==> config.mk <==
export PLATFORM = sky130hd
export DESIGN_NAME = sarsc_top
export DESIGN_NICKNAME = d
export VERILOG_FILES = /design/src/sarsc_pkg.sv /design/src/sarsc_top.sv
export SDC_FILE = /design/constraint.sdc
export NUM_CORES = 1
export LEC_CHECK = 0
export ABC_AREA = 1
export BUFFER_PORTS_ARGS = -buffer_cell sky130_fd_sc_hd__buf_4
export CORE_MARGIN = 5
export CORE_UTILIZATION = 30
export CTS_CLUSTER_SIZE = 16
export DETAILED_ROUTE_END_ITERATION = 7
export PLACE_DENSITY = 0.56
export SLEW_MARGIN = 40
export SYNTH_ARGS = -nofsm -noshare
export SYNTH_HDL_FRONTEND = slang
export SYNTH_SLANG_ARGS = --single-unit
==> constraint.sdc <==
create_clock -name pclk -period 3.8 [get_ports pclk]
set_input_delay 0.19 -clock pclk [delete_from_list [all_inputs] [get_ports pclk]]
set_output_delay 0.19 -clock pclk [all_outputs]
set_load 0.02 [all_outputs]
==> src/sarsc_pkg.sv <==
// Constants and carrier types for the average-rate serial unit
package sarsc_pkg;

  // Register byte offsets
  localparam logic [7:0] ADDR_CTRL = 8'h00;
  localparam logic [7:0] ADDR_AVG = 8'h04;
  localparam logic [7:0] ADDR_DIV = 8'h08;
  localparam logic [7:0] ADDR_TXD = 8'h0c;
  localparam logic [7:0] ADDR_RXD = 8'h10;
  localparam logic [7:0] ADDR_STAT = 8'h14;

  // Status bit positions; flags at 2..4 are write-one-to-clear
  localparam int ST_TX_BUSY = 0;
  localparam int ST_RX_AVAIL = 1;
  localparam int ST_OVR = 2;
  localparam int ST_PERR = 3;
  localparam int ST_CERR = 4;
  localparam int ST_AVG_ON = 5;

  // Control word, LSB first: tx_on, rx_on, hi_sel, sync, x8, smart card
  typedef struct packed {
    logic sc_mode;
    logic base_clock_multiple_sel;
    logic sync_mode;
    logic clock_source_hi_sel;
    logic rx_on;
    logic tx_on;
  } sarsc_ctrl_t;

  // Reset values
  localparam sarsc_ctrl_t CTRL_RST = 6'h00;
  localparam logic [2:0] AVG_RST = 3'h0;
  localparam logic [15:0] DIV_RST = 16'h000c;

  // Average rate codes with special meaning
  localparam logic [2:0] AVG_EXT = 3'h0;
  localparam logic [2:0] AVG_RSVD = 3'h4;

  // Rates in bit/s and the system clocks they are tuned for, in Hz
  localparam longint BPS_001 = 115152;
  localparam longint BPS_010 = 460606;
  localparam longint BPS_011 = 720000;
  localparam longint BPS_101 = 115196;
  localparam longint BPS_110 = 460784;
  localparam longint BPS_111 = 720000;
  localparam longint FSYS_A = 10667000;
  localparam longint FSYS_B = 32000000;
  localparam longint FSYS_C = 16000000;
  localparam longint ACC_ONE = 65536;

  // Phase step per system clock so that ticks run at mult * rate
  function automatic logic [15:0] sarsc_step(longint bps, longint mul,
                                             longint fhz);
    return 16'((bps * mul * ACC_ONE + fhz / 2) / fhz);
  endfunction : sarsc_step

  localparam logic [15:0] INC_001 = sarsc_step(BPS_001, 16, FSYS_A);
  localparam logic [15:0] INC_010 = sarsc_step(BPS_010, 8, FSYS_A);
  localparam logic [15:0] INC_011 = sarsc_step(BPS_011, 16, FSYS_B);
  localparam logic [15:0] INC_101 = sarsc_step(BPS_101, 16, FSYS_C);
  localparam logic [15:0] INC_110 = sarsc_step(BPS_110, 16, FSYS_C);
  localparam logic [15:0] INC_111 = sarsc_step(BPS_111, 8, FSYS_C);
  // Codes whose base clock is eight times the bit rate
  localparam logic [7:0] AVG_X8 = 8'h84;

  // Transmit and receive sequencer states
  typedef enum logic [1:0] {TX_IDLE = 2'b01, TX_RUN = 2'b10} sarsc_tx_t;
  typedef enum logic [2:0] {
    RX_IDLE = 3'b001,
    RX_RUN = 3'b010,
    RX_ERR = 3'b100
  } sarsc_rx_t;

endpackage : sarsc_pkg

==> src/sarsc_top.sv <==
// Average-rate serial unit with smart card mode and APB registers
// What this block does
// - Code 000 clocks from external pin; code 100 is reserved, no rate.
// - Code 001 gives 115.152 kbps at 10.667 MHz, base sixteen times.
// - Code 010 gives 460.606 kbps at 10.667 MHz, base eight times.
// - Code 011 gives 720 kbps at 32 MHz, base sixteen times.
// - Code 101 gives 115.196 kbps at 16 MHz, base sixteen times.
// - Code 110 gives 460.784 kbps at 16 MHz, base sixteen times.
// - Code 111 gives 720 kbps at 16 MHz, base eight times.
// - Rate field applies only with high clock select and async mode.
// - A selected rate code other than 000 sets the base multiple, overriding its bit.
// - Rate field is writable only while transmit and receive are off.
// - A register bit switches between normal and smart card operation.
// - Smart card mode shares one pulled-up line for both directions.
// - In smart card mode with both enables on, the unit hears its own transmission.
// - In smart card mode the clock pin drives the card clock.
//
// The implementer's own choices: the APB slave port and the register addresses.
`timescale 1ns/10ps

// Two-entry buffer between receiver and register read port
module sarsc_buf #(
  parameter int W = 8,
  parameter int DEPTH = 2
) (
  // Clock and reset
  input wire logic clk,
  input wire logic rst_n,
  // Fill side
  input wire logic in_valid,
  output logic in_ready,
  input wire logic [W-1:0] in_data,
  // Drain side
  output logic out_valid,
  input wire logic out_ready,
  output logic [W-1:0] out_data
);
  localparam int AW = (DEPTH > 1) ? $clog2(DEPTH) : 1;
  logic [W-1:0] mem [DEPTH];
  logic [AW-1:0] wp, rp, next_wp, next_rp;
  logic [AW:0] cnt, next_cnt;
  logic do_wr, do_rd;

  // Pointer and fill count update
  always_comb begin
    do_wr = in_valid & in_ready;
    do_rd = out_valid & out_ready;
    next_wp = wp;
    next_rp = rp;
    if (do_wr) next_wp = (wp == AW'(DEPTH - 1)) ? '0 : wp + 1'b1;
    if (do_rd) next_rp = (rp == AW'(DEPTH - 1)) ? '0 : rp + 1'b1;
    next_cnt = cnt + (AW + 1)'(do_wr) - (AW + 1)'(do_rd);
  end

  always_ff @(posedge clk or negedge rst_n) begin
    if (!rst_n) begin
      wp <= '0;
      rp <= '0;
      cnt <= '0;
    end else begin
      wp <= next_wp;
      rp <= next_rp;
      cnt <= next_cnt;
    end
  end

  // Storage needs no reset; empty flag guards the output
  always_ff @(posedge clk) begin
    if (do_wr) mem[wp] <= in_data;
  end

  assign in_ready = cnt != (AW + 1)'(DEPTH);
  assign out_valid = cnt != '0;
  assign out_data = mem[rp];
endmodule : sarsc_buf

module sarsc_top
  import sarsc_pkg::*;
(
  // Clock and reset
  input wire logic pclk,
  input wire logic presetn,
  // APB slave
  input wire logic [7:0] paddr,
  input wire logic psel,
  input wire logic penable,
  input wire logic pwrite,
  input wire logic [31:0] pwdata,
  output logic [31:0] prdata,
  output logic pready,
  output logic pslverr,
  // Serial pins; txd is open drain in smart card mode
  output logic txd_o,
  output logic txd_oe,
  input wire logic rxd_i,
  input wire logic sck_i,
  output logic sck_o,
  output logic sck_oe
);
  sarsc_ctrl_t ctrl, next_ctrl;
  sarsc_tx_t tx_st, next_tx_st;
  sarsc_rx_t rx_st, next_rx_st;
  logic [2:0] avg, next_avg;
  logic [15:0] div, next_div, dcnt, next_dcnt, acc, next_acc;
  logic [16:0] acc_sum;
  logic [1:0] pin_s1, pin_s2;
  logic ext_d, tick, x8, avg_on, next_sck;
  logic ovr, perr, cerr, next_ovr, next_perr, next_cerr;
  logic ovr_set, perr_set, cerr_set;
  logic [31:0] next_prdata;
  logic [11:0] tx_sh, next_tx_sh;
  logic [3:0] tx_bit, next_tx_bit, tx_os, next_tx_os;
  logic [3:0] rx_bit, next_rx_bit, rx_os, next_rx_os;
  logic [9:0] rx_sh, next_rx_sh;
  logic [3:0] os_last, os_half;
  logic rx_line, tx_level, err_drive, rx_push, buf_ready, buf_valid;
  logic [7:0] buf_data;
  logic wr, rd, setup, hit, tx_go, pop;

  // APB decode; zero wait states
  assign wr = psel & penable & pwrite;
  assign rd = psel & penable & ~pwrite;
  assign setup = psel & ~penable;
  assign hit = paddr inside {ADDR_CTRL, ADDR_AVG, ADDR_DIV, ADDR_TXD,
                             ADDR_RXD, ADDR_STAT};
  assign pready = 1'b1;
  assign pslverr = psel & penable & ~hit;
  assign pop = rd & (paddr == ADDR_RXD) & buf_valid;
  assign tx_go = wr & (paddr == ADDR_TXD) & ctrl.tx_on & (tx_st == TX_IDLE);

  // Register writes and sticky flags; a set beats a same-cycle clear
  always_comb begin
    next_ctrl = ctrl;
    next_avg = avg;
    next_div = div;
    if (wr && paddr == ADDR_CTRL) next_ctrl = sarsc_ctrl_t'(pwdata[5:0]);
    if (wr && paddr == ADDR_AVG && !ctrl.tx_on && !ctrl.rx_on)
      next_avg = pwdata[2:0];
    if (wr && paddr == ADDR_DIV) next_div = pwdata[15:0];
    next_ovr = ovr_set | (ovr & ~(wr && paddr == ADDR_STAT && pwdata[ST_OVR]));
    next_perr = perr_set
              | (perr & ~(wr && paddr == ADDR_STAT && pwdata[ST_PERR]));
    next_cerr = cerr_set
              | (cerr & ~(wr && paddr == ADDR_STAT && pwdata[ST_CERR]));
    // Read data is captured in the setup phase
    next_prdata = prdata;
    if (setup) begin
      next_prdata = 32'h0;
      case (paddr)
        ADDR_CTRL: next_prdata[5:0] = ctrl;
        ADDR_AVG: next_prdata[2:0] = avg;
        ADDR_DIV: next_prdata[15:0] = div;
        ADDR_RXD: next_prdata[7:0] = buf_valid ? buf_data : 8'h00;
        ADDR_STAT: begin
          next_prdata[ST_TX_BUSY] = tx_st == TX_RUN;
          next_prdata[ST_RX_AVAIL] = buf_valid;
          next_prdata[ST_OVR] = ovr;
          next_prdata[ST_PERR] = perr;
          next_prdata[ST_CERR] = cerr;
          next_prdata[ST_AVG_ON] = avg_on;
        end
        default: next_prdata = 32'h0;
      endcase
    end
  end

  // Base clock source selection
  assign avg_on = ctrl.clock_source_hi_sel & ~ctrl.sync_mode;
  always_comb begin
    acc_sum = 17'h0;
    next_acc = acc;
    next_dcnt = dcnt;
    tick = 1'b0;
    if (avg_on) begin
      case (avg)
        AVG_EXT: tick = pin_s2[1] & ~ext_d;
        AVG_RSVD: tick = 1'b0;
        3'h1: acc_sum = {1'b0, acc} + {1'b0, INC_001};
        3'h2: acc_sum = {1'b0, acc} + {1'b0, INC_010};
        3'h3: acc_sum = {1'b0, acc} + {1'b0, INC_011};
        3'h5: acc_sum = {1'b0, acc} + {1'b0, INC_101};
        3'h6: acc_sum = {1'b0, acc} + {1'b0, INC_110};
        default: acc_sum = {1'b0, acc} + {1'b0, INC_111};
      endcase
      if (avg != AVG_EXT && avg != AVG_RSVD) begin
        next_acc = acc_sum[15:0];
        tick = acc_sum[16];
      end
    end else begin
      // Plain divider when the rate field is ignored
      next_dcnt = (dcnt == 16'h0) ? div : dcnt - 16'h1;
      tick = dcnt == 16'h0;
    end
    // Rate codes other than 000 fix the multiple, the select bit only otherwise
    x8 = (avg_on && avg != AVG_EXT) ? AVG_X8[avg]
                                    : ctrl.base_clock_multiple_sel;
    os_last = x8 ? 4'h7 : 4'hf;
    os_half = x8 ? 4'h3 : 4'h7;
    // Card clock is the base clock halved
    next_sck = (ctrl.sc_mode && tick) ? ~sck_o : sck_o;
  end

  // Transmitter: start, 8 data, then stop or parity plus two guard bits
  always_comb begin
    next_tx_st = tx_st;
    next_tx_sh = tx_sh;
    next_tx_bit = tx_bit;
    next_tx_os = tx_os;
    cerr_set = 1'b0;
    case (tx_st)
      TX_IDLE: begin
        if (tx_go) begin
          next_tx_sh = {2'b11, ctrl.sc_mode ? ^pwdata[7:0] : 1'b1,
                        pwdata[7:0], 1'b0};
          next_tx_bit = 4'h0;
          next_tx_os = 4'h0;
          next_tx_st = TX_RUN;
        end
      end
      TX_RUN: begin
        if (tick) begin
          next_tx_os = tx_os + 4'h1;
          // Sample late in the first guard bit, inside the card's error
          // pulse; a mid-bit sample would run ahead of that pulse
          if (ctrl.sc_mode && tx_bit == 4'ha && tx_os == os_last && !rx_line)
            cerr_set = 1'b1;
          if (tx_os == os_last) begin
            next_tx_os = 4'h0;
            next_tx_sh = {1'b1, tx_sh[11:1]};
            next_tx_bit = tx_bit + 4'h1;
            if (tx_bit == (ctrl.sc_mode ? 4'hb : 4'h9)) next_tx_st = TX_IDLE;
          end
        end
      end
      default: next_tx_st = TX_IDLE;
    endcase
  end

  // Line drive: push-pull normally, open drain on the shared line
  assign tx_level = (tx_st == TX_RUN) ? tx_sh[0] : 1'b1;
  always_comb begin
    if (ctrl.sc_mode) begin
      txd_o = 1'b0;
      txd_oe = ~tx_level | err_drive;
      // Own drive is heard even with no card fitted
      rx_line = pin_s2[0] & ~txd_oe;
    end else begin
      txd_o = tx_level;
      txd_oe = 1'b1;
      rx_line = pin_s2[0];
    end
  end
  assign sck_oe = ctrl.sc_mode;

  // Receiver: samples mid-bit, flags parity errors on the line
  assign err_drive = (rx_st == RX_ERR) & (rx_bit[0] ^ (rx_os > os_half));
  always_comb begin
    next_rx_st = rx_st;
    next_rx_sh = rx_sh;
    next_rx_bit = rx_bit;
    next_rx_os = rx_os;
    rx_push = 1'b0;
    perr_set = 1'b0;
    case (rx_st)
      RX_IDLE: begin
        if (ctrl.rx_on && tick && !rx_line) begin
          next_rx_bit = 4'h0;
          next_rx_os = 4'h1;
          next_rx_st = RX_RUN;
        end
      end
      RX_RUN: begin
        if (tick) begin
          next_rx_os = (rx_os == os_last) ? 4'h0 : rx_os + 4'h1;
          if (rx_os == os_last) next_rx_bit = rx_bit + 4'h1;
          if (rx_os == os_half) begin
            next_rx_sh = {rx_line, rx_sh[9:1]};
            if (rx_bit == 4'h0 && rx_line) next_rx_st = RX_IDLE;
            if (rx_bit == 4'h9) begin
              // Parity covers data and parity bit together
              if (ctrl.sc_mode && (^rx_sh[9:2] ^ rx_line)) begin
                perr_set = 1'b1;
                next_rx_st = RX_ERR;
              end else begin
                rx_push = 1'b1;
                next_rx_st = RX_IDLE;
              end
            end
          end
        end
      end
      RX_ERR: begin
        // Low from 10.5 to 11.5 bit times after the start edge
        if (tick) begin
          next_rx_os = (rx_os == os_last) ? 4'h0 : rx_os + 4'h1;
          if (rx_os == os_last) next_rx_bit = rx_bit + 4'h1;
          if (rx_bit == 4'ha + 4'h1 && rx_os == os_half) next_rx_st = RX_IDLE;
        end
      end
      default: next_rx_st = RX_IDLE;
    endcase
    // Full buffer drops the word rather than stall the line
    ovr_set = rx_push & ~buf_ready;
  end

  // Data sits just above the start bit in both framings
  sarsc_buf #(.W(8), .DEPTH(2)) u_rxbuf (
    .clk(pclk),
    .rst_n(presetn),
    .in_valid(rx_push),
    .in_ready(buf_ready),
    .in_data(rx_sh[9:2]),
    .out_valid(buf_valid),
    .out_ready(pop),
    .out_data(buf_data)
  );

  // Pin synchronisers; stage one feeds only stage two
  always_ff @(posedge pclk or negedge presetn) begin
    if (!presetn) begin
      pin_s1 <= 2'h3;
      pin_s2 <= 2'h3;
    end else begin
      pin_s1 <= {sck_i, rxd_i};
      pin_s2 <= pin_s1;
    end
  end

  // State registers
  always_ff @(posedge pclk or negedge presetn) begin
    if (!presetn) begin
      ctrl <= CTRL_RST;
      avg <= AVG_RST;
      div <= DIV_RST;
      dcnt <= 16'h0;
      acc <= 16'h0;
      ext_d <= 1'b1;
      sck_o <= 1'b0;
      ovr <= 1'b0;
      perr <= 1'b0;
      cerr <= 1'b0;
      prdata <= 32'h0;
      tx_st <= TX_IDLE;
      tx_sh <= 12'hfff;
      tx_bit <= 4'h0;
      tx_os <= 4'h0;
      rx_st <= RX_IDLE;
      rx_sh <= 10'h0;
      rx_bit <= 4'h0;
      rx_os <= 4'h0;
    end else begin
      ctrl <= next_ctrl;
      avg <= next_avg;
      div <= next_div;
      dcnt <= next_dcnt;
      acc <= next_acc;
      ext_d <= pin_s2[1];
      sck_o <= next_sck;
      ovr <= next_ovr;
      perr <= next_perr;
      cerr <= next_cerr;
      prdata <= next_prdata;
      tx_st <= next_tx_st;
      tx_sh <= next_tx_sh;
      tx_bit <= next_tx_bit;
      tx_os <= next_tx_os;
      rx_st <= next_rx_st;
      rx_sh <= next_rx_sh;
      rx_bit <= next_rx_bit;
      rx_os <= next_rx_os;
    end
  end
endmodule : sarsc_top

==> results of run 1 <==
-- timing repair --
item                                    in CTS  in global routing
endpoints found under the setup margin       0                  0
hold buffers                                 4                  0
endpoints found under the hold margin       54                  0
-- layout make-up --
cell class | instances | area share (%)
multi-input combinational | 789 | 43.3
sequential | 141 | 36.5
inverter | 135 | 5.09
tap | 384 | 4.83
timing repair buffer | 61 | 4.74
clock buffer | 17 | 4.27
clock inverter | 15 | 1.24
-- cell usage in the layout (no fill, tap or decap), types with 7 or more instances in the layout --
cell / Yosys / routed
sky130_fd_sc_hd__conb_1: 2 / 17
sky130_fd_sc_hd__mux2i_1: 8 / 8
sky130_fd_sc_hd__o21ai_1: 15 / 15
sky130_fd_sc_hd__o21ai_2: 17 / 17
sky130_fd_sc_hd__dfrtp_1: 106 / 106
sky130_fd_sc_hd__nand2_1: 250 / 249
sky130_fd_sc_hd__xnor2_1: 16 / 16
sky130_fd_sc_hd__o31ai_1: 10 / 10
sky130_fd_sc_hd__o211ai_1: 11 / 11
sky130_fd_sc_hd__clkbuf_16: 0 / 17
sky130_fd_sc_hd__edfxtp_1: 16 / 16
sky130_fd_sc_hd__o21ai_0: 78 / 78
sky130_fd_sc_hd__nor3_1: 16 / 16
sky130_fd_sc_hd__inv_2: 16 / 16
sky130_fd_sc_hd__xor2_1: 23 / 23
sky130_fd_sc_hd__a31oi_1: 9 / 9
sky130_fd_sc_hd__inv_1: 119 / 119
sky130_fd_sc_hd__a21oi_1: 47 / 47
sky130_fd_sc_hd__ha_1: 23 / 23
sky130_fd_sc_hd__buf_4: 21 / 56
sky130_fd_sc_hd__nor3_2: 7 / 7
sky130_fd_sc_hd__dfstp_2: 19 / 19
sky130_fd_sc_hd__nand3_1: 62 / 62
sky130_fd_sc_hd__nor2_1: 90 / 89
sky130_fd_sc_hd__o22ai_1: 8 / 8
sky130_fd_sc_hd__nand2_2: 16 / 17
sky130_fd_sc_hd__nand4_1: 13 / 13
-- metrics by stage --
| stage | power, mW | utilization [%] |
|---|---|---|
| after CTS | 3.72 | 34.8 |
| after floorplan | 2.01 | - |
| after global routing | 3.87 | 34.8 |
| after detailed placement | 2.14 | 32.7 |
| final | 3.68 | 34.8 |
| after global placement | 2.13 | 32.7 |
-- registers in the layout, indices dropped and copies added (netlist names), 2 cells and up --
| signal | count |
|---|---|
| acc | 16 |
| dcnt | 16 |
| div | 16 |
| prdata | 16 |
| u_rxbuf.mem | 16 |
| tx_sh | 10 |
| rx_sh | 8 |
| ctrl | 5 |
| rx_bit | 4 |
| rx_os | 4 |
| tx_bit | 4 |
| tx_os | 4 |
| avg | 3 |
| rx_st | 3 |
| pin_s1 | 2 |
| pin_s2 | 2 |
| tx_st | 2 |
| u_rxbuf.cnt | 2 |
-- kinds of logic (layout without fill, tap and decap cells) --
group / after synthesis / in the layout / synth area share, %
AO/OA/AOI/OAI: 213 / 213 / 14.7
XOR/XNOR: 39 / 39 / 3.94
adder cells (fa/ha/maj): 24 / 24 / 3.55
buffers and inverters: 181 / 228 / 9.10
flip-flops: 141 / 141 / 41.9
multiplexers: 11 / 11 / 1.31
other: 2 / 17 / 0.0866
AND/OR/NAND/NOR: 485 / 485 / 25.4
-- worst max-delay path, cell delays in order, from the launching register on --
cell                      delay [ns]
sky130_fd_sc_hd__dfrtp_1        0.51
sky130_fd_sc_hd__nor2_2         0.20
sky130_fd_sc_hd__nand2_2        0.07
sky130_fd_sc_hd__nand2_1        0.07
sky130_fd_sc_hd__nand2_1        0.06
sky130_fd_sc_hd__nand2_2        0.13
sky130_fd_sc_hd__inv_2          0.06
sky130_fd_sc_hd__ha_1           0.28
sky130_fd_sc_hd__nand2_1        0.05
sky130_fd_sc_hd__nand2_1        0.07
sky130_fd_sc_hd__nand2_1        0.05
sky130_fd_sc_hd__nand2_1        0.05
sky130_fd_sc_hd__nand3_1        0.08
sky130_fd_sc_hd__nand2_1        0.07
sky130_fd_sc_hd__nand2_1        0.11
sky130_fd_sc_hd__nand2_1        0.16
sky130_fd_sc_hd__nand2_1        0.07
sky130_fd_sc_hd__nand3_1        0.08
sky130_fd_sc_hd__nand2_1        0.06
sky130_fd_sc_hd__nor2_1         0.17
sky130_fd_sc_hd__nand3_1        0.12
sky130_fd_sc_hd__inv_1          0.27
-- routing by layer --
metal	GRT usage, %	up-vias	wire, um
met4	3.54	0	337
met1	17.1	3369	9770
li1	-	3683	-
met5	0	-	0
met2	23.3	117	10400
met3	2.56	20	748
-- worst max-delay path by stage --
| stage | start | to | slack, ns | cells after the start |
|---|---|---|---|---|
| after floorplan | avg[1] | u_rxbuf.mem[0][0] | 0.90 | 22 |
| after global placement | avg[1] | u_rxbuf.mem[1][5] | 0.69 | 21 |
| after detailed placement | avg[1] | u_rxbuf.mem[1][5] | 0.68 | 21 |
| after CTS | avg[1] | u_rxbuf.mem[1][0] | 0.65 | 21 |
| after global routing | avg[1] | u_rxbuf.cnt[1] | 0.23 | 24 |
| final | avg[1] | u_rxbuf.mem[1][0] | 0.70 | 21 |
-- cell usage after synthesis, types with 17 or more instances --
cell type,number
sky130_fd_sc_hd__a21oi_1,47
sky130_fd_sc_hd__nor2_1,90
sky130_fd_sc_hd__dfstp_2,19
sky130_fd_sc_hd__o21ai_0,78
sky130_fd_sc_hd__xor2_1,23
sky130_fd_sc_hd__nand2_1,250
sky130_fd_sc_hd__dfrtp_1,106
sky130_fd_sc_hd__o21ai_2,17
sky130_fd_sc_hd__ha_1,23
sky130_fd_sc_hd__nand3_1,62
sky130_fd_sc_hd__inv_1,119
sky130_fd_sc_hd__buf_4,21
-- power by group through the flow --
stage | Sequential, mW | Clock (mW) | Combinational (mW)
2_1_floorplan | 1.71 | 0 | 0.304
3_3_place_gp | 1.72 | 0 | 0.412
3_5_place_dp | 1.72 | 0 | 0.420
4_1_cts | 1.69 | 1.60 | 0.426
5_1_grt | 1.71 | 1.68 | 0.485
6_report | 1.69 | 1.57 | 0.420
==> run summary, run 1 <==
The count of nets left with antenna violations once routing finished came out at 0. Setup repair after global routing left no endpoint under its margin. The deepest level of the CTS H-tree is 4. The area of the die is 32,400 sq um. The worst setup path is launched from a flop. The minimum setup slack in the final design is a little under 0.7 ns.

The slack of the worst reg-to-reg path came out at 0.70 ns. The mapped cell area came out at 8670 sq um. The detailed router finished its first iteration with about 420 violations. Relative to the synthesized area, the layout overhead comes to 14.8%. The power share of the sequential group came out at 46.0%. In this run the critical register-to-register path is captured at u_rxbuf.mem[1][0]. The initial antenna violation count came out at 0. TritonCTS created 17 clock buffers. The worst hold path begins at pwdata[11].

The worst setup path is of the reg2reg kind. The number of cells after detailed placement is 1,506. In the synthesized netlist the dominant register cell turns out to be sky130_fd_sc_hd__dfrtp_1. The pre-antenna-repair detailed-routing pass consisted of 5 iterations. The clock network accounts for 42.6% of the total power. The worst max-slew margin expressed relative to the limit came out at about half. The count of final setup violators came out at 0. The tightest hold path in the finished design has a slack of 0.0218 ns. The total power per unit cell area came out at 370 nW/um^2. The longest clock path from root to sink contains 2 buffers. The number of flops mapped to enable cells by yosys is 16. The measured slew at the worst slew-check pin is about 0.73 ns. The clock tree from TritonCTS is yes. The logic gate share of total power came out at a little under an eighth. The logic depth of the worst register-to-register path came out at 21. The sequential element share of the synthesized area came out at between 40% and 50%.

The switching component of the power came out at 1.01 mW. After detailed placement, the total cell area comes to 9360 sq um. The number of post-CTS setup repair buffers came out at 0.

The diode insertion count for antenna repair came out at 0. The number of synthesized register bits is 141. In this run switching power makes up 27.4% of total power. The pre-CTS worst setup slack came out at 0.681 ns. For this run, the top clock speed supported by timing is 322 MHz. The internal power of the cells came out at 2.67 mW. Of all flip-flops after synthesis, the portion carrying an async set or reset was 88.7%. The run finished with clean final reports. The number of nets in the layout came out at 1,216.

The number of vias per cell is 4.66. Dividing the final minimum period by the clock period gives 81.7%. The reg-to-reg critical path startpoint is avg[1]. The cell count after synthesis came out at 1,096. The area used by sequential logic in the layout came out at 3630 sq um. The tool flagged a number of max-cap violations equal to 0. The required time of the critical path is 3.88 ns. The floorplan step set the die width to 180 um. The worst hold path cell count came out at 3. The fraction of synthesized cell area taken by the top area cell type came out at between 30% and 40%. The multi-input combinational cells in the finished layout cover a total of 4310 sq um.

The half-perimeter wire length of the detailed placement result is roughly 16 mm. In this run the vertical extent of the chip is 180 um. The number of design rule violations left after detail routing is 0. In this run the static leakage power is 4.51 nW.

Row generation in the floorplan step produced 62 rows. The number of global-route vias before repair is 7,173. The filler-free cell count of the finished design is 1,542. Setup total negative slack on the finished layout was measured at 0 ns. The count of instances resized after the clock tree is built is 0. The hold violation count in the final report was 0. The type of the most critical hold path is in2reg. Across every metal layer, demand over resource in global routing totals between 10% and 20%.

The top fanout value on the critical path came out at 10. The maximum resistive drop on vdd came out at 0.265 mV. Counting distinct cell types in the post-synthesis netlist gives 55.

The worst setup path is captured at a flop. The overall overflow remaining after global route came out at 0. Of the cells placed in the final design, the portion with a size suffix greater than 1 is ~16%.

The detailed-route wire length is 21.3 mm. The total count of max-transition violations in the final report was 0. Data on the critical path arrives at its endpoint at around 3.2 ns. The library cell occupying the most area in the post-synthesis netlist is sky130_fd_sc_hd__dfrtp_1.

The routed wirelength normalized by instance count is 13.8 um. The latest clock arrival within the worst-skew pair is between 0.4 and 0.5 ns. The number of filler instances in the final layout came out at 2,964. The count of boundary I/O pins is 85. The pin count of the biggest net entering global routing is 62. The root buffer cell chosen for the clock tree is sky130_fd_sc_hd__clkbuf_16. The routed layout has 7,189 vias. The starting utilization of the core area came out at a little under a third. The region available for standard cell placement spans 28,600 sq um. The final weighted congestion in routability-driven placement is 0.847. The total of warnings raised by yosys is 0. For hold timing, the worst endpoint is div[11]. After clock tree synthesis, the clock-pin slew on the worst setup and hold paths is approximately 0.060 ns. The clock drives 141 sinks. In this run the tool buffered the top-level ports with 51 buffer cells. The final critical-path required period came out at 3.10 ns. The first global-routing pass estimated 36.2 mm of wire. The clock skew after layout came out at around 0.012 ns. The average cell area after synthesis is 7.91 sq um. After synthesis, the cell types taking the most area are sky130_fd_sc_hd__dfrtp_1 31%, sky130_fd_sc_hd__nand2_1 11%, sky130_fd_sc_hd__dfstp_2 5.8%. The post-route cell area came out at 9950 sq um.
(Power assumes the default switching activity.)
==> inputs of run 2 (changes only) <==
Clock period 3.8 ns to 2.95 ns, I/O delays scaled along.
==> run 2 against run 1 <==
Clock skew is 0.0029 ns lower; global-route usage is 0.20 points higher; clock-buffer cell count is 4 higher; sequential share of layout area is 1.3 points lower; final area is 3.8% higher; combinational power is 34% higher; utilization is 1.3 points higher; routed wire length is 3.1% higher; clock power is 29% higher; worst setup slack worse by 0.48 ns; final cell count is 2.3% higher; critical path type unchanged; critical endpoint is now tx_sh[3].
==> run summary, run 2 (synthesis gave the netlist of run 1 again) <==
The clock skew after layout came out at 0.00902 ns (was 0.0120 ns). The maximum resistive drop on vdd was 0.322 mV (was 0.265 mV). The core occupancy in the finished layout came out at 36.1% (was 34.8%). The kind of end point of the critical path is a flop (unchanged). The logic depth of the worst register-to-register path came out at 18 (was 21). The overall overflow remaining after global route came out at 0 (unchanged). The number of vias after detailed routing came out at 7,424 (was 7,189). The final weighted congestion in routability-driven placement is 0.837 (was 0.847).

The pre-CTS worst setup slack is 0.0505 ns (was 0.681 ns). The measured slew at the worst slew-check pin is 0.656 ns (was 0.725 ns). The most common cell after layout, fill and taps aside was sky130_fd_sc_hd__nand2_1 (unchanged).

The top fanout value on the critical path was 18 (was 10). The reg-to-reg critical path startpoint was avg[1] (unchanged). The fraction of layout cells with a size suffix above 1 was 19.1% (was 16.1%). The clock tree from TritonCTS is yes (unchanged). The number of nets in the layout is 1,251 (was 1,216). The max-cap violation count came out at 0 (unchanged).

The quantity of I/O buffers inserted on ports came out at 51 (unchanged). The site row count is 62 (unchanged). The filler-free cell count of the finished design came out at 1,577 (was 1,542). The startpoint-to-endpoint class of the critical path was reg2reg (unchanged). The total power was 4.77 mW (was 3.68 mW).

The count of boundary I/O pins is 85 (unchanged). The die width came to 180 um (unchanged). The routed wirelength normalized by instance count is 13.9 um (was 13.8 um). The total count of max-transition violations in the final report is 0 (unchanged). The total negative slack is 0 ns (unchanged).

The overall die height is 180 um (unchanged). The count of final setup violators came out at 0 (unchanged). The minimum setup slack in the final design was 0.217 ns (was 0.696 ns). The hold violation count in the final report is 0 (unchanged). The total clock sinks was 141 (unchanged). The worst hold path cell count came to 2 (was 3). The slack of the worst reg-to-reg path is 0.22 ns (was 0.70 ns). The post-detailed-route count of antenna-violating nets is 0 (unchanged). The initial antenna violation count is 0 (unchanged). The total iterations of the first detailed-routing run is 5 (unchanged). The endpoint of the worst hold-timing path is div[7] (was div[11]).

The arrival time of data at the critical path endpoint came out at 3.09 ns (was 3.19 ns). The half-perimeter wire length of the detailed placement result came out at 16.2 mm (was 15.8 mm). The total CTS buffers came out at 17 (unchanged). Run status: finished clean (unchanged). The initial detailed-routing violation count was 475 (was 416).

The register clock-pin slew on the reported worst setup and hold paths came out at 0.06 ns (about the same). The type of the most critical hold path is in2reg (unchanged). The diode insertion count for antenna repair is 0 (unchanged). The detailed-route wire length is 22.0 mm (was 21.3 mm).

The fraction of the cycle the final worst path needs is 92.6% (was 81.7%). The capturing point of the worst reg2reg path is tx_sh[3] (was u_rxbuf.mem[1][0]). The clock root buffer master is sky130_fd_sc_hd__clkbuf_16 (unchanged). The standard cell core area came out at 28,600 sq um (unchanged). The number of design rule violations left after detail routing came out at 0 (unchanged).

The number of vias per cell is 4.71 (was 4.66). The latest clock arrival within the worst-skew pair was 0.42 ns (about the same). The required time of the critical path came out at 3.30 ns (was 3.88 ns). The placed cell area is 9570 sq um (was 9360 sq um). The post-route cell area came out at 10,300 sq um (was 9950 sq um).

The largest buffer count on any clock path was 2 (unchanged). The launch point of the worst hold path is pwdata[7] (was pwdata[11]). The post-route worst hold slack is 0.0169 ns (was 0.0218 ns).

Most used cells in the layout excluding fill and tap cells: 245 x sky130_fd_sc_hd__nand2_1, 118 x sky130_fd_sc_hd__inv_1, 104 x sky130_fd_sc_hd__dfrtp_1 (was 249 x sky130_fd_sc_hd__nand2_1, 119 x sky130_fd_sc_hd__inv_1, 106 x sky130_fd_sc_hd__dfrtp_1). The starting utilization of the core area came out at 30.3% (unchanged). The pin count of the biggest net entering global routing is 80 (was 62). The worst max-slew margin expressed relative to the limit came to 56.3% (was 51.6%).

The number of cells after detailed placement is 1,532 (was 1,506). The global-route wire length before repair is 36.7 mm (was 36.2 mm). The final critical-path required period was 2.73 ns (was 3.10 ns). The area of the die came out at 32,400 sq um (unchanged).

The area growth from synthesis to layout came out at 19.2% (was 14.8%). The total routing usage reported by global routing came out at 13.6% (was 13.4%). The achievable frequency came out at 366 MHz (was 322 MHz).

The leakage power figure is 4.68 nW (was 4.51 nW). The total power per unit cell area came out at 462 nW/um^2 (was 370 nW/um^2). The kind of start point of the critical path is a flop (unchanged).

The deepest level of the CTS H-tree was 4 (unchanged). The number of global-route vias before repair is 7,267 (was 7,173).
## run 2: worst max-delay path, stage by stage (launching register included)
cell and delay (ns):
sky130_fd_sc_hd__dfrtp_2 0.43, sky130_fd_sc_hd__buf_6 0.14, sky130_fd_sc_hd__nor2_1 0.17, sky130_fd_sc_hd__inv_1 0.08, sky130_fd_sc_hd__ha_1 0.31, sky130_fd_sc_hd__nand2_1 0.10, sky130_fd_sc_hd__inv_1 0.13, sky130_fd_sc_hd__nand2_1 0.06
sky130_fd_sc_hd__a21oi_1 0.12, sky130_fd_sc_hd__nor2_1 0.06, sky130_fd_sc_hd__nand2_1 0.06, sky130_fd_sc_hd__nand2_1 0.08, sky130_fd_sc_hd__nand2_2 0.15, sky130_fd_sc_hd__nand2_2 0.13, sky130_fd_sc_hd__nand2_2 0.13, sky130_fd_sc_hd__nand3_4 0.18
sky130_fd_sc_hd__buf_12 0.23, sky130_fd_sc_hd__nand2_1 0.07, sky130_fd_sc_hd__o21ai_2 0.05
## run 2: worst max-delay path by stage
stage / start / end / slack (ns) / cells past startpoint
3_3_place_gp: avg[0] / u_rxbuf.mem[1][5] / 0.08 / 17
6_report: avg[1] / tx_sh[3] / 0.22 / 18
2_1_floorplan: avg[1] / u_rxbuf.mem[0][0] / 0.05 / 22
3_5_place_dp: avg[0] / u_rxbuf.mem[1][4] / 0.05 / 17
5_1_grt: avg[0] / u_rxbuf.mem[0][0] / -0.004 / 22
4_1_cts: avg[0] / u_rxbuf.mem[1][0] / 0.03 / 17
## run 2: area by class of cell
class	count	area, sq um
flip-flops and latches	141	3630
inverters	135	509
clock inverters	11	87.6
fillers	2960	18300
well taps	384	480
repair buffers	96	771
clock buffers	21	470
multi-input cells	789	4380
## run 2: metal layers
layer	part of all wire [%]	global-route usage [%]	routed length (um)	up-vias
met1	46	17.8	10000	3514
met5	0	0	0	-
met4	0.99	2.69	218	0
met3	4.0	2.52	879	18
li1	-	-	-	3759
met2	49	23.6	10800	133
## run 2: where the power goes
part | switching, mW | leakage (nW) | total (mW) | internal, mW
clock | 0.882 | 0.264 | 2.03 | 1.15
sequential | 0.107 | 1.66 | 2.18 | 2.07
combinational | 0.332 | 2.75 | 0.562 | 0.230
total | 1.32 | 4.68 | 4.77 | 3.45
## run 2: repair_timing
item | 4_1_cts | 5_1_grt
endpoints found under the setup margin | 0 | 27
hold buffers | 11 | 0
setup buffers | 0 | 2
gates resized for setup | 0 | 22
endpoints found under the hold margin | 73 | 0
==> inputs of run 3 (changes only) <==
Settings changed: SETUP_SLACK_MARGIN set to 0.3.
==> run 3 against run 2 <==
Clock-buffer cell count decreased by 4; sequential power barely moved; critical path depth grew 2; hold slack improved by 0.0029 ns; first-iteration DRC count grew 13%; worst setup slack got worse by 0.026 ns; global-route usage barely moved; sequential cell count is the same; final cell count is 1.6% higher; power is 2.0% higher; critical endpoint is now u_rxbuf.cnt[1].
==> run summary, run 3 (synthesis gave the netlist of run 1 again) <==
The endpoint of the worst hold-timing path is div[7] (unchanged). The deepest level of the CTS H-tree came out at 4 (unchanged). The site row count is 62 (unchanged). The overall die height came out at 180 um (unchanged). The initial detailed-routing violation count came out at 538 (was 475).

The measured slew at the worst slew-check pin came out at 0.616 ns (was 0.656 ns). The clock tree from TritonCTS is yes (unchanged). The final critical-path required period is 2.76 ns (was 2.73 ns). The switching component of the power was 1.43 mW (was 1.32 mW). The total routing usage reported by global routing is 13.6% (about the same).

The register clock-pin slew on the reported worst setup and hold paths came out at 0.07 ns (was 0.06 ns). The kind of start point of the critical path is a flop (unchanged). The count of boundary I/O pins was 85 (unchanged). The number of vias per cell came out at 4.69 (was 4.71). The diode insertion count for antenna repair came out at 0 (unchanged). The fraction of the cycle the final worst path needs is 93.5% (was 92.6%). The worst max-slew margin expressed relative to the limit came out at 58.9% (was 56.3%). The number of global-route vias before repair is 7,290 (was 7,267). The minimum setup slack in the final design is 0.191 ns (was 0.217 ns). The final weighted congestion in routability-driven placement came out at 0.823 (was 0.837). The maximum resistive drop on vdd is 0.331 mV (was 0.322 mV). The latest clock arrival within the worst-skew pair came to 0.43 ns (was 0.42 ns). The total count of max-transition violations in the final report is 0 (unchanged). The clock skew after layout was 0.00775 ns (was 0.00902 ns). The top fanout value on the critical path came out at 6 (was 18).

The detailed-route wire length came out at 22.4 mm (was 22.0 mm). The starting utilization of the core area is 30.3% (unchanged). The standard cell core area is 28,600 sq um (unchanged). The fraction of layout cells with a size suffix above 1 is 23.9% (was 19.1%). Setup repair after global routing could not meet its margin everywhere. Run status: finished clean (unchanged).

The launch point of the worst hold path was pwdata[7] (unchanged). The share of power burned in the clock network came out at 43.3% (was 42.6%). The count of final setup violators came out at 0 (unchanged).

The number of design rule violations left after detail routing is 0 (unchanged). The reg-to-reg critical path startpoint is avg[0] (was avg[1]). The kind of end point of the critical path is a flop (unchanged). The required time of the critical path is 3.30 ns (about the same). The initial antenna violation count is 0 (unchanged). The slack of the worst reg-to-reg path is 0.19 ns (was 0.22 ns). The filler-free cell count of the finished design is 1,602 (was 1,577). The logic gate share of total power is 11.9% (was 11.8%).

The origin of the worst setup path is avg[0] (was avg[1]). The post-route cell area is 10,800 sq um (was 10,300 sq um). The logic depth of the worst register-to-register path came to 20 (was 18). The largest buffer count on any clock path is 2 (unchanged). The max-cap violation count came out at 0 (unchanged). The post-route worst hold slack is 0.0198 ns (was 0.0169 ns).

The total clock sinks came to 141 (unchanged). The pre-CTS worst setup slack came out at 0.0211 ns (was 0.0505 ns). The number of vias after detailed routing is 7,507 (was 7,424).

The pin count of the biggest net entering global routing came to 66 (was 80). The die width came out at 180 um (unchanged). The arrival time of data at the critical path endpoint came out at 3.11 ns (was 3.09 ns).

The startpoint-to-endpoint class of the critical path is reg2reg (unchanged). The placed cell area is 9570 sq um (about the same). The area of the die is 32,400 sq um (unchanged).

The overall overflow remaining after global route came out at 0 (unchanged). The total iterations of the first detailed-routing run is 5 (unchanged). The half-perimeter wire length of the detailed placement result came out at 16.1 mm (was 16.2 mm). The switching part of the total came out at 29.4% (was 27.7%). The capturing point of the worst reg2reg path is u_rxbuf.cnt[1] (was tx_sh[3]). The worst hold path cell count is 2 (unchanged).

The global-route wire length before repair is 36.6 mm (was 36.7 mm). The clock root buffer master was sky130_fd_sc_hd__clkbuf_16 (unchanged). Most used cells in the layout excluding fill and tap cells: 231 x sky130_fd_sc_hd__nand2_1, 115 x sky130_fd_sc_hd__inv_1, 104 x sky130_fd_sc_hd__dfrtp_1 (was 245 x sky130_fd_sc_hd__nand2_1, 118 x sky130_fd_sc_hd__inv_1, 104 x sky130_fd_sc_hd__dfrtp_1).

The internal power of the cells is 3.43 mW (was 3.45 mW). The routed wirelength normalized by instance count came out at 14.0 um (was 13.9 um). The number of cells after detailed placement came out at 1,528 (was 1,532). The power share of the sequential group is 44.8% (was 45.6%). The most common cell after layout, fill and taps aside is sky130_fd_sc_hd__nand2_1 (unchanged). The quantity of I/O buffers inserted on ports is 51 (unchanged). The post-detailed-route count of antenna-violating nets came out at 0 (unchanged). The area growth from synthesis to layout came out at 25.0% (was 19.2%). The total CTS buffers came to 17 (unchanged). The hold violation count in the final report is 0 (unchanged). The type of the most critical hold path is in2reg (unchanged). The leakage power figure came out at 4.84 nW (was 4.68 nW).

The total power per unit cell area is 449 nW/um^2 (was 462 nW/um^2). The number of nets in the layout came to 1,276 (was 1,251). The achievable frequency came to 362 MHz (was 366 MHz).
[run 3: layer usage]
layer / part of all wire, % / wire length (um) / global-route usage (%) / vias to the layer above
met3: 3.2 / 720 / 2.10 / 21
met5: 0 / 0 / 0 / -
met1: 45 / 10100 / 17.4 / 3539
li1: - / - / - / 3817
met2: 50 / 11200 / 23.5 / 130
met4: 1.9 / 416 / 4.57 / 0
[run 3: repair_timing]
| item | CTS | global route |
|---|---|---|
| hold buffers | 11 | 0 |
| hold endpoints to repair | 57 | 0 |
| setup endpoints to repair | 38 | 64 |
| resized for setup | 23 | 53 |
| pin swaps | 10 | 22 |
| buffers inserted | 22 | 9 |
[run 3: how the worst max path moves through the flow]
stage | slack (ns) | endpoint | depth (start not counted)
after global placement | 0.08 | u_rxbuf.mem[1][5] | 15
after CTS | 0.20 | u_rxbuf.mem[0][0] | 20
after floorplan | 0.31 | u_rxbuf.cnt[1] | 25
after global routing | -0.004 | u_rxbuf.cnt[1] | 20
final | 0.19 | u_rxbuf.cnt[1] | 20
after detailed placement | 0.02 | u_rxbuf.mem[1][6] | 16
[run 3: cell type report]
type | instances | area (sq um)
inverter | 135 | 512
sequential | 141 | 3630
timing repair buffer | 121 | 988
tap | 384 | 480
clock buffer | 17 | 425
fill | 2890 | 17800
multi-input combinational | 789 | 4650
clock inverter | 15 | 150
[run 3: critical path: stages (launching register included)]
cell,delay (ns)
sky130_fd_sc_hd__dfrtp_2,0.47
sky130_fd_sc_hd__buf_4,0.16
sky130_fd_sc_hd__nand2_2,0.07
sky130_fd_sc_hd__nor2_2,0.05
sky130_fd_sc_hd__buf_4,0.14
sky130_fd_sc_hd__ha_4,0.27
sky130_fd_sc_hd__inv_1,0.06
sky130_fd_sc_hd__nor3_2,0.13
sky130_fd_sc_hd__nand2_1,0.10
sky130_fd_sc_hd__nand2_1,0.09
sky130_fd_sc_hd__nand3_1,0.07
sky130_fd_sc_hd__nand2_1,0.10
sky130_fd_sc_hd__nand2_2,0.09
sky130_fd_sc_hd__nand2_4,0.10
sky130_fd_sc_hd__nand3_4,0.08
sky130_fd_sc_hd__nor2_4,0.14
sky130_fd_sc_hd__nand2_2,0.09
sky130_fd_sc_hd__inv_2,0.08
sky130_fd_sc_hd__ha_4,0.14
sky130_fd_sc_hd__xnor2_2,0.11
sky130_fd_sc_hd__xor2_1,0.15
[run 3: power by group through the flow]
stage | Clock [mW] | Combinational, mW | Sequential (mW)
2_1_floorplan | 0 | 0.392 | 2.20
3_3_place_gp | 0 | 0.536 | 2.21
3_5_place_dp | 0 | 0.552 | 2.21
4_1_cts | 2.15 | 0.571 | 2.18
5_1_grt | 2.23 | 0.666 | 2.19
6_report | 2.11 | 0.579 | 2.18
[run 3: metrics by stage]
stage / util [%] / TNS (ns) / power, mW
2_1_floorplan: - / 0 / 2.59
3_3_place_gp: 33.4 / 0 / 2.75
3_5_place_dp: 33.4 / 0 / 2.76
4_1_cts: 36.8 / 0 / 4.90
5_1_grt: 37.9 / -0.00441 / 5.09
6_report: 37.9 / 0 / 4.87
